$ cat config.mk
export PLATFORM = sky130hd
export DESIGN_NAME = adcsc_top
export DESIGN_NICKNAME = d
export VERILOG_FILES = /design/src/hdl/adcsc_pkg.sv /design/src/hdl/adcsc_clk_div.sv /design/src/hdl/adcsc_top.sv
export SDC_FILE = /design/constraint.sdc
export NUM_CORES = 1
export LEC_CHECK = 0
export BUFFER_PORTS_ARGS = -buffer_cell sky130_fd_sc_hd__buf_2
export CAP_MARGIN = 10
export CORE_MARGIN = 4
export CORE_UTILIZATION = 40
export DETAILED_ROUTE_END_ITERATION = 10
export PLACE_DENSITY = 0.65
export RECOVER_POWER = 50
export SLEW_MARGIN = 20
export SYNTH_ARGS = -nofsm -noshare
export SYNTH_HDL_FRONTEND = slang
export SYNTH_HIERARCHICAL = 1
export SYNTH_SLANG_ARGS = --single-unit
$ cat constraint.sdc
create_clock -name ref_clk -period 4.72 [get_ports ref_clk]
set_input_delay 0.708 -clock ref_clk [delete_from_list [all_inputs] [get_ports ref_clk]]
set_output_delay 0.708 -clock ref_clk [all_outputs]
set_load 0.03 [all_outputs]
$ cat src/hdl/adcsc_pkg.sv
// constants, register map and types for the conversion timing control block
package adcsc_pkg;

   // register byte offsets on the apb bus
   localparam logic [7:0] CTRL_OFFS    = 8'h00;
   localparam logic [7:0] TIMING_OFFS  = 8'h04;
   localparam logic [7:0] STATUS_OFFS  = 8'h08;

   // adc_timing_control field positions
   localparam int SAMPLE_SEL_MSB = 7;
   localparam int SAMPLE_SEL_LSB = 5;
   localparam int PRESCALE_MSB   = 4;
   localparam int PRESCALE_LSB   = 0;

   // control register field positions
   localparam int HALT_MSB  = 1;
   localparam int HALT_LSB  = 0;
   localparam int START_BIT = 7;

   // status register field positions
   localparam int STS_STATE_LSB = 0;
   localparam int STS_BUSY_BIT  = 2;
   localparam int STS_HALT_BIT  = 3;
   localparam int STS_IDX_LSB   = 4;

   // values after reset
   localparam logic [7:0] TIMING_RST = 8'h05;
   localparam logic [1:0] HALT_RST   = 2'h0;

   // debug_halt_behaviour codes
   localparam logic [1:0] HALT_CONTINUE = 2'h0;
   localparam logic [1:0] HALT_RESERVED = 2'h1;
   localparam logic [1:0] HALT_FINISH   = 2'h2;
   localparam logic [1:0] HALT_NOW      = 2'h3;

   // conversion length in conversion clock cycles, and number of conversions per sequence
   localparam logic [4:0] CONV_CYCLES = 5'h0a;
   localparam logic [2:0] SEQ_LEN     = 3'h4;

   typedef enum logic [1:0]
   {
      ST_IDLE    = 2'b00,
      ST_SAMPLE  = 2'b01,
      ST_CONVERT = 2'b10,
      ST_HOLD    = 2'b11
   } adcsc_state_type;

   // sample phase length for each sample_length_select code
   function automatic logic [4:0] sample_len(input logic [2:0] sel);
      logic [4:0] len;
      len = 5'h04;
      unique case (sel)
         3'h0: len = 5'h04;
         3'h1: len = 5'h06;
         3'h2: len = 5'h08;
         3'h3: len = 5'h0a;
         3'h4: len = 5'h0c;
         3'h5: len = 5'h10;
         3'h6: len = 5'h14;
         3'h7: len = 5'h18;
      endcase
      return len;
   endfunction

endpackage

$ cat src/hdl/adcsc_clk_div.sv
// conversion clock prescaler producing a one-cycle enable pulse
`timescale 1ns/1ns
module adcsc_clk_div
(
   // clock and reset
   input  wire logic       ref_clk,
   input  wire logic       rst,
   // control
   input  wire logic [4:0] prescale,
   input  wire logic       restart,
   // enable pulse at conversion_clock_freq
   output logic            tick
);

   typedef struct packed
   {
      logic [5:0] cnt;
      logic       tick;
   } adcsc_div_type;

   adcsc_div_type st_r;
   adcsc_div_type st_nxt;

   // period is 2*(prescale+1) bus cycles; terminal count is {prescale,1}
   always_comb
   begin
      st_nxt = st_r;
      st_nxt.tick = 1'b0;
      if (restart)
      begin
         st_nxt.cnt = 6'h00;
      end
      else if (st_r.cnt == {prescale, 1'b1})
      begin
         st_nxt.cnt  = 6'h00;
         st_nxt.tick = 1'b1;
      end
      else
      begin
         st_nxt.cnt = st_r.cnt + 6'h01;
      end
   end

   always_ff @(posedge ref_clk or posedge rst)
   begin
      if (rst)
         st_r <= '0;
      else
         st_r <= st_nxt;
   end

   assign tick = st_r.tick;

   // helper: bus cycles since the previous pulse
   logic [6:0] gap_r;
   logic       gap_ok_r;
   always_ff @(posedge ref_clk or posedge rst)
   begin
      if (rst)
      begin
         gap_r    <= 7'h00;
         gap_ok_r <= 1'b0;
      end
      else if (restart)
      begin
         gap_r    <= 7'h00;
         gap_ok_r <= 1'b0;
      end
      else if (st_r.tick)
      begin
         gap_r    <= 7'h01;
         gap_ok_r <= 1'b1;
      end
      else
      begin
         gap_r <= gap_r + 7'h01;
      end
   end

   property p_tick_period;
      @(posedge ref_clk) disable iff (rst)
      (tick && gap_ok_r && !restart) |-> (gap_r == {1'b0, prescale, 1'b1} + 7'h01);
   endproperty
   a_tick_period: assert property (p_tick_period)
      else $error("conversion clock period differs from 2*(prescale+1)");

endmodule // adcsc_clk_div

$ cat src/hdl/adcsc_top.sv
// adc sample clock control: apb registers, prescaler, sample/convert sequencer
// Behaviour
// any write to the timing register aborts the running conversion sequence.
// bits 7 to 5 of the timing register select the sample phase length in conversion clocks.
// select codes 0 to 7 give 4, 6, 8, 10, 12, 16, 20 and 24 conversion clock cycles.
// bits 4 to 0 are the prescale value; conversion clock is bus clock over 2*(value+1).
// on debug freeze, code 10 finishes the conversion then halts, 11 halts at once, 01 reserved.
// with code 00 conversions continue normally during a debug freeze.
`timescale 1ns/1ns
module adcsc_top
(
   // clock and reset
   input  wire logic        ref_clk,
   input  wire logic        rst,
   // apb slave
   input  wire logic        psel,
   input  wire logic        penable,
   input  wire logic        pwrite,
   input  wire logic [7:0]  paddr,
   input  wire logic [31:0] pwdata,
   output logic      [31:0] prdata,
   output logic             pready,
   output logic             pslverr,
   // debug freeze request from the on-chip debugger
   input  wire logic        debug_freeze,
   // sequencer status
   output logic             sample_active,
   output logic             convert_active,
   output logic             conversion_done,
   output logic             seq_busy,
   output logic             frozen,
   output logic             conv_clk_tick
);

   typedef struct packed
   {
      logic [7:0]                 timing;
      logic [1:0]                 halt;
      adcsc_pkg::adcsc_state_type state;
      logic [4:0]                 phase;
      logic [2:0]                 idx;
      logic [31:0]                rdata;
      logic                       slverr;
      logic                       done;
   } adcsc_top_type;

   adcsc_top_type st_r;
   adcsc_top_type st_nxt;

   logic tick;
   logic setup;
   logic wr_acc;
   logic wr_timing;
   logic wr_ctrl;
   logic halt_now;
   logic halt_finish;
   logic advance;
   logic busy;
   logic [4:0] sample_cycles;

   // bus phase decode; writes land in the access phase
   assign setup     = psel && !penable;
   assign wr_acc    = psel && penable && pwrite;
   assign wr_timing = wr_acc && (paddr == adcsc_pkg::TIMING_OFFS);
   assign wr_ctrl   = wr_acc && (paddr == adcsc_pkg::CTRL_OFFS);

   // reserved code 01 is treated like 00 so a misprogram cannot hang the sequencer
   assign busy       = (st_r.state != adcsc_pkg::ST_IDLE);
   assign halt_now      = debug_freeze && (st_r.halt == adcsc_pkg::HALT_NOW);
   assign halt_finish   = debug_freeze && (st_r.halt == adcsc_pkg::HALT_FINISH);
   assign advance       = tick && !halt_now;
   assign sample_cycles = adcsc_pkg::sample_len(
                          st_r.timing[adcsc_pkg::SAMPLE_SEL_MSB:adcsc_pkg::SAMPLE_SEL_LSB]);

   adcsc_clk_div u_div
   (
      .ref_clk  (ref_clk),
      .rst      (rst),
      .prescale (st_r.timing[adcsc_pkg::PRESCALE_MSB:adcsc_pkg::PRESCALE_LSB]),
      .restart  (wr_timing),
      .tick     (tick)
   );

   always_comb
   begin
      st_nxt = st_r;
      st_nxt.done = 1'b0;

      // read data captured in setup so prdata comes from a flop
      if (setup)
      begin
         st_nxt.rdata  = 32'h0000_0000;
         st_nxt.slverr = 1'b0;
         unique case (paddr)
            adcsc_pkg::CTRL_OFFS:
               st_nxt.rdata[adcsc_pkg::HALT_MSB:adcsc_pkg::HALT_LSB] = st_r.halt;
            adcsc_pkg::TIMING_OFFS:
               st_nxt.rdata[7:0] = st_r.timing;
            adcsc_pkg::STATUS_OFFS:
            begin
               st_nxt.rdata[adcsc_pkg::STS_STATE_LSB +: 2] = st_r.state;
               st_nxt.rdata[adcsc_pkg::STS_BUSY_BIT]       = busy;
               st_nxt.rdata[adcsc_pkg::STS_HALT_BIT]       = frozen;
               st_nxt.rdata[adcsc_pkg::STS_IDX_LSB +: 3]   = st_r.idx;
            end
            default:
               st_nxt.slverr = 1'b1;
         endcase
      end

      // sample / convert sequencer, stepped by the conversion clock enable
      unique case (st_r.state)
         adcsc_pkg::ST_IDLE:
            st_nxt.phase = 5'h00;
         adcsc_pkg::ST_SAMPLE:
            if (advance)
            begin
               if (st_r.phase == sample_cycles - 5'h01)
               begin
                  st_nxt.phase = 5'h00;
                  st_nxt.state = adcsc_pkg::ST_CONVERT;
               end
               else
                  st_nxt.phase = st_r.phase + 5'h01;
            end
         adcsc_pkg::ST_CONVERT:
            if (advance)
            begin
               if (st_r.phase == adcsc_pkg::CONV_CYCLES - 5'h01)
               begin
                  st_nxt.phase = 5'h00;
                  st_nxt.done  = 1'b1;
                  if (st_r.idx == adcsc_pkg::SEQ_LEN - 3'h1)
                  begin
                     st_nxt.idx   = 3'h0;
                     st_nxt.state = adcsc_pkg::ST_IDLE;
                  end
                  else
                  begin
                     st_nxt.idx   = st_r.idx + 3'h1;
                     // park between conversions when asked to finish then halt
                     st_nxt.state = halt_finish ? adcsc_pkg::ST_HOLD
                                               : adcsc_pkg::ST_SAMPLE;
                  end
               end
               else
                  st_nxt.phase = st_r.phase + 5'h01;
            end
         adcsc_pkg::ST_HOLD:
            // a switch to code 11 while parked must keep the sequencer halted
            if (!halt_finish && !halt_now)
               st_nxt.state = adcsc_pkg::ST_SAMPLE;
      endcase

      // control write: halt behaviour and sequence start
      if (wr_ctrl)
      begin
         st_nxt.halt = pwdata[adcsc_pkg::HALT_MSB:adcsc_pkg::HALT_LSB];
         if (pwdata[adcsc_pkg::START_BIT] && !busy)
         begin
            st_nxt.state = adcsc_pkg::ST_SAMPLE;
            st_nxt.phase = 5'h00;
            st_nxt.idx   = 3'h0;
         end
      end

      // timing write comes last so the abort wins over any sequencer step
      if (wr_timing)
      begin
         st_nxt.timing = pwdata[7:0];
         st_nxt.state  = adcsc_pkg::ST_IDLE;
         st_nxt.phase  = 5'h00;
         st_nxt.idx    = 3'h0;
         st_nxt.done   = 1'b0;
      end
   end

   always_ff @(posedge ref_clk or posedge rst)
   begin
      if (rst)
      begin
         st_r        <= '0;
         st_r.timing <= adcsc_pkg::TIMING_RST;
         st_r.halt   <= adcsc_pkg::HALT_RST;
         st_r.state  <= adcsc_pkg::ST_IDLE;
      end
      else
         st_r <= st_nxt;
   end

   // outputs; zero wait states, so pready may stay combinational
   assign prdata          = st_r.rdata;
   assign pslverr         = st_r.slverr && psel && penable;
   assign pready          = 1'b1;
   assign sample_active   = (st_r.state == adcsc_pkg::ST_SAMPLE);
   assign convert_active  = (st_r.state == adcsc_pkg::ST_CONVERT);
   assign conversion_done = st_r.done;
   assign seq_busy        = busy;
   assign frozen          = (halt_now && busy) || (st_r.state == adcsc_pkg::ST_HOLD);
   assign conv_clk_tick   = tick;

   // helper: conversion clocks spent in the sample phase
   logic [4:0] sample_ticks_r;
   always_ff @(posedge ref_clk or posedge rst)
   begin
      if (rst)
         sample_ticks_r <= 5'h00;
      else if (st_r.state != adcsc_pkg::ST_SAMPLE)
         sample_ticks_r <= 5'h00;
      else if (advance)
         sample_ticks_r <= sample_ticks_r + 5'h01;
   end

   property p_abort_on_timing_write;
      @(posedge ref_clk) disable iff (rst)
      wr_timing |=> (st_r.state == adcsc_pkg::ST_IDLE) && !conversion_done;
   endproperty
   a_abort_on_timing_write: assert property (p_abort_on_timing_write)
      else $error("timing write did not abort the sequence");

   property p_timing_readback;
      @(posedge ref_clk) disable iff (rst)
      wr_timing ##2 (setup && !pwrite && paddr == adcsc_pkg::TIMING_OFFS)
      |=> prdata[7:0] == $past(pwdata[7:0], 3);
   endproperty
   a_timing_readback: assert property (p_timing_readback)
      else $error("timing register does not hold the written value");

   property p_sample_length;
      @(posedge ref_clk) disable iff (rst)
      (st_r.state == adcsc_pkg::ST_CONVERT && $past(st_r.state) == adcsc_pkg::ST_SAMPLE
       && !$past(wr_timing))
      |-> ($past(sample_ticks_r) + 5'h01 == sample_cycles);
   endproperty
   a_sample_length: assert property (p_sample_length)
      else $error("sample phase length does not match the select code");

   property p_freeze_now_holds;
      @(posedge ref_clk) disable iff (rst)
      (halt_now && busy && !wr_acc) |=> $stable(st_r.phase) && $stable(st_r.state);
   endproperty
   a_freeze_now_holds: assert property (p_freeze_now_holds)
      else $error("sequencer moved during an immediate freeze");

   property p_finish_then_halt;
      @(posedge ref_clk) disable iff (rst)
      (conversion_done && $past(halt_finish) && busy && !$past(wr_acc))
      |-> (st_r.state == adcsc_pkg::ST_HOLD) && frozen;
   endproperty
   a_finish_then_halt: assert property (p_finish_then_halt)
      else $error("conversion did not halt after finishing under freeze");

   property p_continue_in_freeze;
      @(posedge ref_clk) disable iff (rst)
      (debug_freeze && st_r.halt == adcsc_pkg::HALT_CONTINUE) |-> !frozen && (advance == tick);
   endproperty
   a_continue_in_freeze: assert property (p_continue_in_freeze)
      else $error("sequencer halted with continue code");

endmodule // adcsc_top

# Word-level counts from Yosys, hierarchy flattened
# Memories as Yosys holds them, arrays and structs flattened.
# Cells that the tools add are included.
# W data, S select, Z words.
[word_totals]
register_bits = 37
out_inout_bits = 40
elab_cells = 77
inputBits = 46
romBits = 32
mem_count = 1
[memory_table]
columns = ["memory", "words", "word_bits", "read_ports", "rd_ports_with_merged_regs", "wr", "line", "rtl"]
rows = [
  ["(no name shown)", 8, 4, 1, 0, 0, "adcsc_pkg.sv:52", "unique case (sel)"],
]
[op_classes]
eq_ne = 11
n_reduce_logical = 22
addsub = 4
n_mux = 29
[ops]
columns = ["operator", "count"]
rows = [
  ["$mux W10", 4],
  ["$pmux W5 S3", 1],
  ["$logic_and A1 B1 Y1", 13],
  ["$mux W6", 2],
  ["$pmux W2 S3", 2],
  ["$mux W2", 5],
  ["$mux W5", 2],
  ["$pmux W5 S2", 1],
  ["$mux W3", 3],
  ["$eq A2 B2 Y1 const B", 4],
  ["$eq A8 B3 Y1 const B", 1],
  ["$eq A8 B4 Y1 const B", 1],
  ["$logic_not A8 Y1", 1],
  ["$mux W1", 8],
  ["$mux W7", 1],
  ["$add A6 B1 Y6 const B", 1],
  ["$eq A6 B6 Y1", 1],
  ["$add A5 B1 Y5 const B", 1],
  ["$eq A5 B4 Y1 const B", 1],
  ["$eq A5 B5 Y1", 1],
  ["$sub A5 B1 Y5 const B", 1],
  ["$logic_not A1 Y1", 4],
  ["$add A3 B1 Y3 const B", 1],
  ["$eq A3 B2 Y1 const B", 1],
  ["5 further kinds", 5],
]

# Logic depth before layout (Yosys ltp)
[logic_depth]
ltp_word = 10
ltp_mapped = 8

# Hierarchy
# The synthesis kept the hierarchy.
[by_module_without_submodules]
columns = ["module", "area_per_inst_um2", "cells_per_inst", "n_inst"]
rows = [
  ["adcsc_top", 1898.1, 207, 1],
  ["adcsc_clk_div", 381.6, 35, 1],
]

# Worst setup path after synthesis
# No wires, ideal clock.
[synth_timing]
kind = "input -> output"
from = "input debug_freeze"
to = "output frozen"
required_time_ns = 4.012
t_arrival_ns = 1.591
cell_stages = 2
n_path_buf = 0
slack_ns = 2.421
cell_sequence = "nand3_1 -> o21ai_0"
[synth_between]
elab_chain_cells = 3
[synth_rtl]
columns = ["element", "line", "rtl"]
rows = [
  ["start, declared", "adcsc_top.sv:25", "input wire logic debug_freeze,"],
  ["$logic_and A1 B1 Y1", "adcsc_top.sv:69", "assign halt_now = debug_freeze && (st_r.halt == adcsc_pkg::HALT_NOW);"],
  ["$logic_and A1 B1 Y1", "adcsc_top.sv:199", "assign frozen = (halt_now && busy) || (st_r.state == adcsc_pkg::ST_HOLD);"],
  ["$logic_or A1 B1 Y1", "adcsc_top.sv:199", ""],
  ["end, declared", "adcsc_top.sv:31", "output logic frozen,"],
]
# Every way passes these cells.

==> impl_metrics.toml <==
[die]
die_h_um = 83.5
initial_core_util_pct = 41.4
dieArea_um2 = 6970
fp-row-count = 27
die_x_um = 83.5
fp.coreArea_um2 = 5510
io_pins = 86

[sta]
slew_headroom_pct = -8.85
grt_setup_unrepaired = "no"
clock_skew_ns = 0.00770
fin_crit_sh_pct = 52.1
worst_pin_slew_ns = 1.63
final_max_slew_viol_count = 31
max_freq_ghz = 0.406
setup-tns-final_ns = 0
fin_ws_ns = 2.26
setup_viol = 0
finalHoldViolCount = 0
period_needed_ns = 2.46

[critical_path]
crit_fanout = 8
cp_slowest_stage_delay_ns = 0.54
arrival_ns = 2.61
crit_type = "reg -> reg"
critPathRequiredTime_ns = 4.87
critPathTopFamily = "compound AO/OA/AOI/OAI gates"
end_kind = "flop"
crit_slowest_cell = "o31ai_1"
cp_cell_sequence = "nand2b_2 -> ha_1 -> xor2_1 -> nand2_1 -> or3_4 -> o31ai_1 -> a211oi_1"
path_buf_inv = 0
start_kind = "flop"

[clocking]
cts_hold_buf = 0
cts_buffer_depth = 2
cts_resized = 0
path_clk_slew_ns = 0.08
numCtsBuffers = 5
clkSinkCount = 37
root_buffer = "clkbuf_8"
cts_tree = "built"
post_cts_buffers = 0
clkLatencyLatePin_ns = 0.30
h-tree-depth = 2

[logic_synthesis]
yosysTopAreaCell = "dfrtp_1"
ys_async_sr_fraction_pct = 100
synth_area_um2 = 2280
synth_cell_types = 45
ys.flop_type = "dfrtp_1"
synth_edf_count = 0
synth_commonest_cells = "dfrtp_1, buf_4, nand2_1, o21ai_0, nor2_1"
ys_seq_area_share_pct = 40.7
syn_area_per_cell_um2 = 9.42
synth-warning-count = 6
yosys-top-cells-area = "dfrtp_1, buf_4, mux2_2"
synthCells = 242
synth.most_common_cell = "dfrtp_1"
ys_seq_elements = 37
synth_top_cell_area_share_pct = 38.4

[place]
routabilityCongestion = 0.819
hpwl_um = 3560
port_buffers = 36
dp.cells = 334
pre_cts_slack_ns = 2.04

[drt]
drt-initial-drc-count = 54
wl_per_cell_um = 13.7
ant_nets = 0
drc_errors = 0
vias = 1700
dr.pass1.iters = 4
routed_via_density = 4.97
wirelength_um = 4680

[cells_and_area]
instances_no_fill = 342
drive_gt1_share_pct = 19.3
num_antenna_cells = 0
area.growth.synth_to_final_pct = 6.81
num-nets-final = 321

[worst_hold_path]
hold_path_class = "in -> async"

[pwr]
power_density_nw_per_um2 = 291
p_leak_uw = 0.00119
worst_ir_drop_vdd_uv = 104

[global_route]
grt_pass1_vias = 1668
antenna_found_initial = 0
grt_max_degree = 31
grt_pass1_wl_um = 7910
grt_use_total_pct = 13.9
grt_overflow = 0

[outcome]
violations = "max-capacitance violations, max-slew violations"
status = "finished with violations"

[job]
cap_violations = 1
[placed cells by master, fill, tap and decap left out, types with 2 or more instances in the layout]
master    netlist  final
dfrtp_1        35     35
buf_2           1     29
conb_1          2     25
nand2_1        24     24
o21ai_0        17     17
nor2_1         13     13
inv_1          10     10
a21oi_1        10     10
mux2_2          8      8
xor2_1          8      8
xnor2_1         8      8
clkbuf_1        5      8
and3_1          7      7
a211oi_1        7      7
a22oi_1         6      6
ha_1            6      6
clkbuf_8        0      5
nand2b_1        4      4
nor2b_1         4      4
nand3_1         4      4
nand4_1         3      3
mux2i_1         2      2
a22o_1          2      2
clkinv_2        0      2
dfstp_2         2      2
[metal layers]
layer  track usage (%)  up-vias  wire length (um)
met4              5.12        0                87
met1              17.7      808              2070
met2              22.3       54              2180
met5                 0        -                 0
li1                  -      830                 -
met3              4.05        8               341
[final cells by class]
cell class                 count  area, um^2
multi-input combinational    178        1120
tap                           72        90.1
inverter                      10        37.5
clock inverter                 3        17.5
fill                         568        3070
timing repair buffer          37         175
clock buffer                   5        68.8
sequential                    37         928
[registers in the layout, summed over array words and instances (netlist names)]
name	cells
conversion_done	1
st_r	21
prdata	8
u_div/st_r	6
u_div/tick	1
[final timing paths]
kind	start	endpoint	slack, ns	depth (start not counted)
worst max-delay path	st_r[53]	st_r[38]	2.26	7
worst min-delay path	rst	u_div/st_r[1]	0.34	2
worst max register to register	st_r[53]	st_r[38]	2.26	7
worst min register to register	prdata[5]	prdata[5]	0.48	2
max in group asynchronous	rst	prdata[5]	2.80	3
min in group ref_clk	prdata[5]	prdata[5]	0.48	2
[through the flow]
step           hold WS (ns)  utilization (%)  power (uW)  instance area [um^2]
2_1_floorplan         0.443                -         470                  2370
3_3_place_gp          0.458             42.9         488                  2360
3_5_place_dp          0.467             42.9         490                  2360
4_1_cts               0.353             44.4         713                  2450
5_1_grt               0.367             44.2         738                  2430
6_report              0.341             44.2         708                  2430
[power breakdown]
part | leakage (uW) | switching (uW) | total, uW | internal (uW)
registers | 0.000492 | 27.0 | 361 | 334
clock network | 0.0000439 | 122 | 224 | 102
logic | 0.000652 | 85.6 | 123 | 36.9
total | 0.00119 | 235 | 708 | 473
[cells by family after synthesis]
logic type | share of synthesized area [%]
multiplexers | 4.83
buffers and inverters | 14.1
AO/OA/AOI/OAI | 13.6
XOR/XNOR | 6.15
other | 0.329
flip-flops | 40.7
AND/OR/NAND/NOR | 16.6
adder cells (fa/ha/maj) | 3.73
Power figures use the tool's default switching activity.
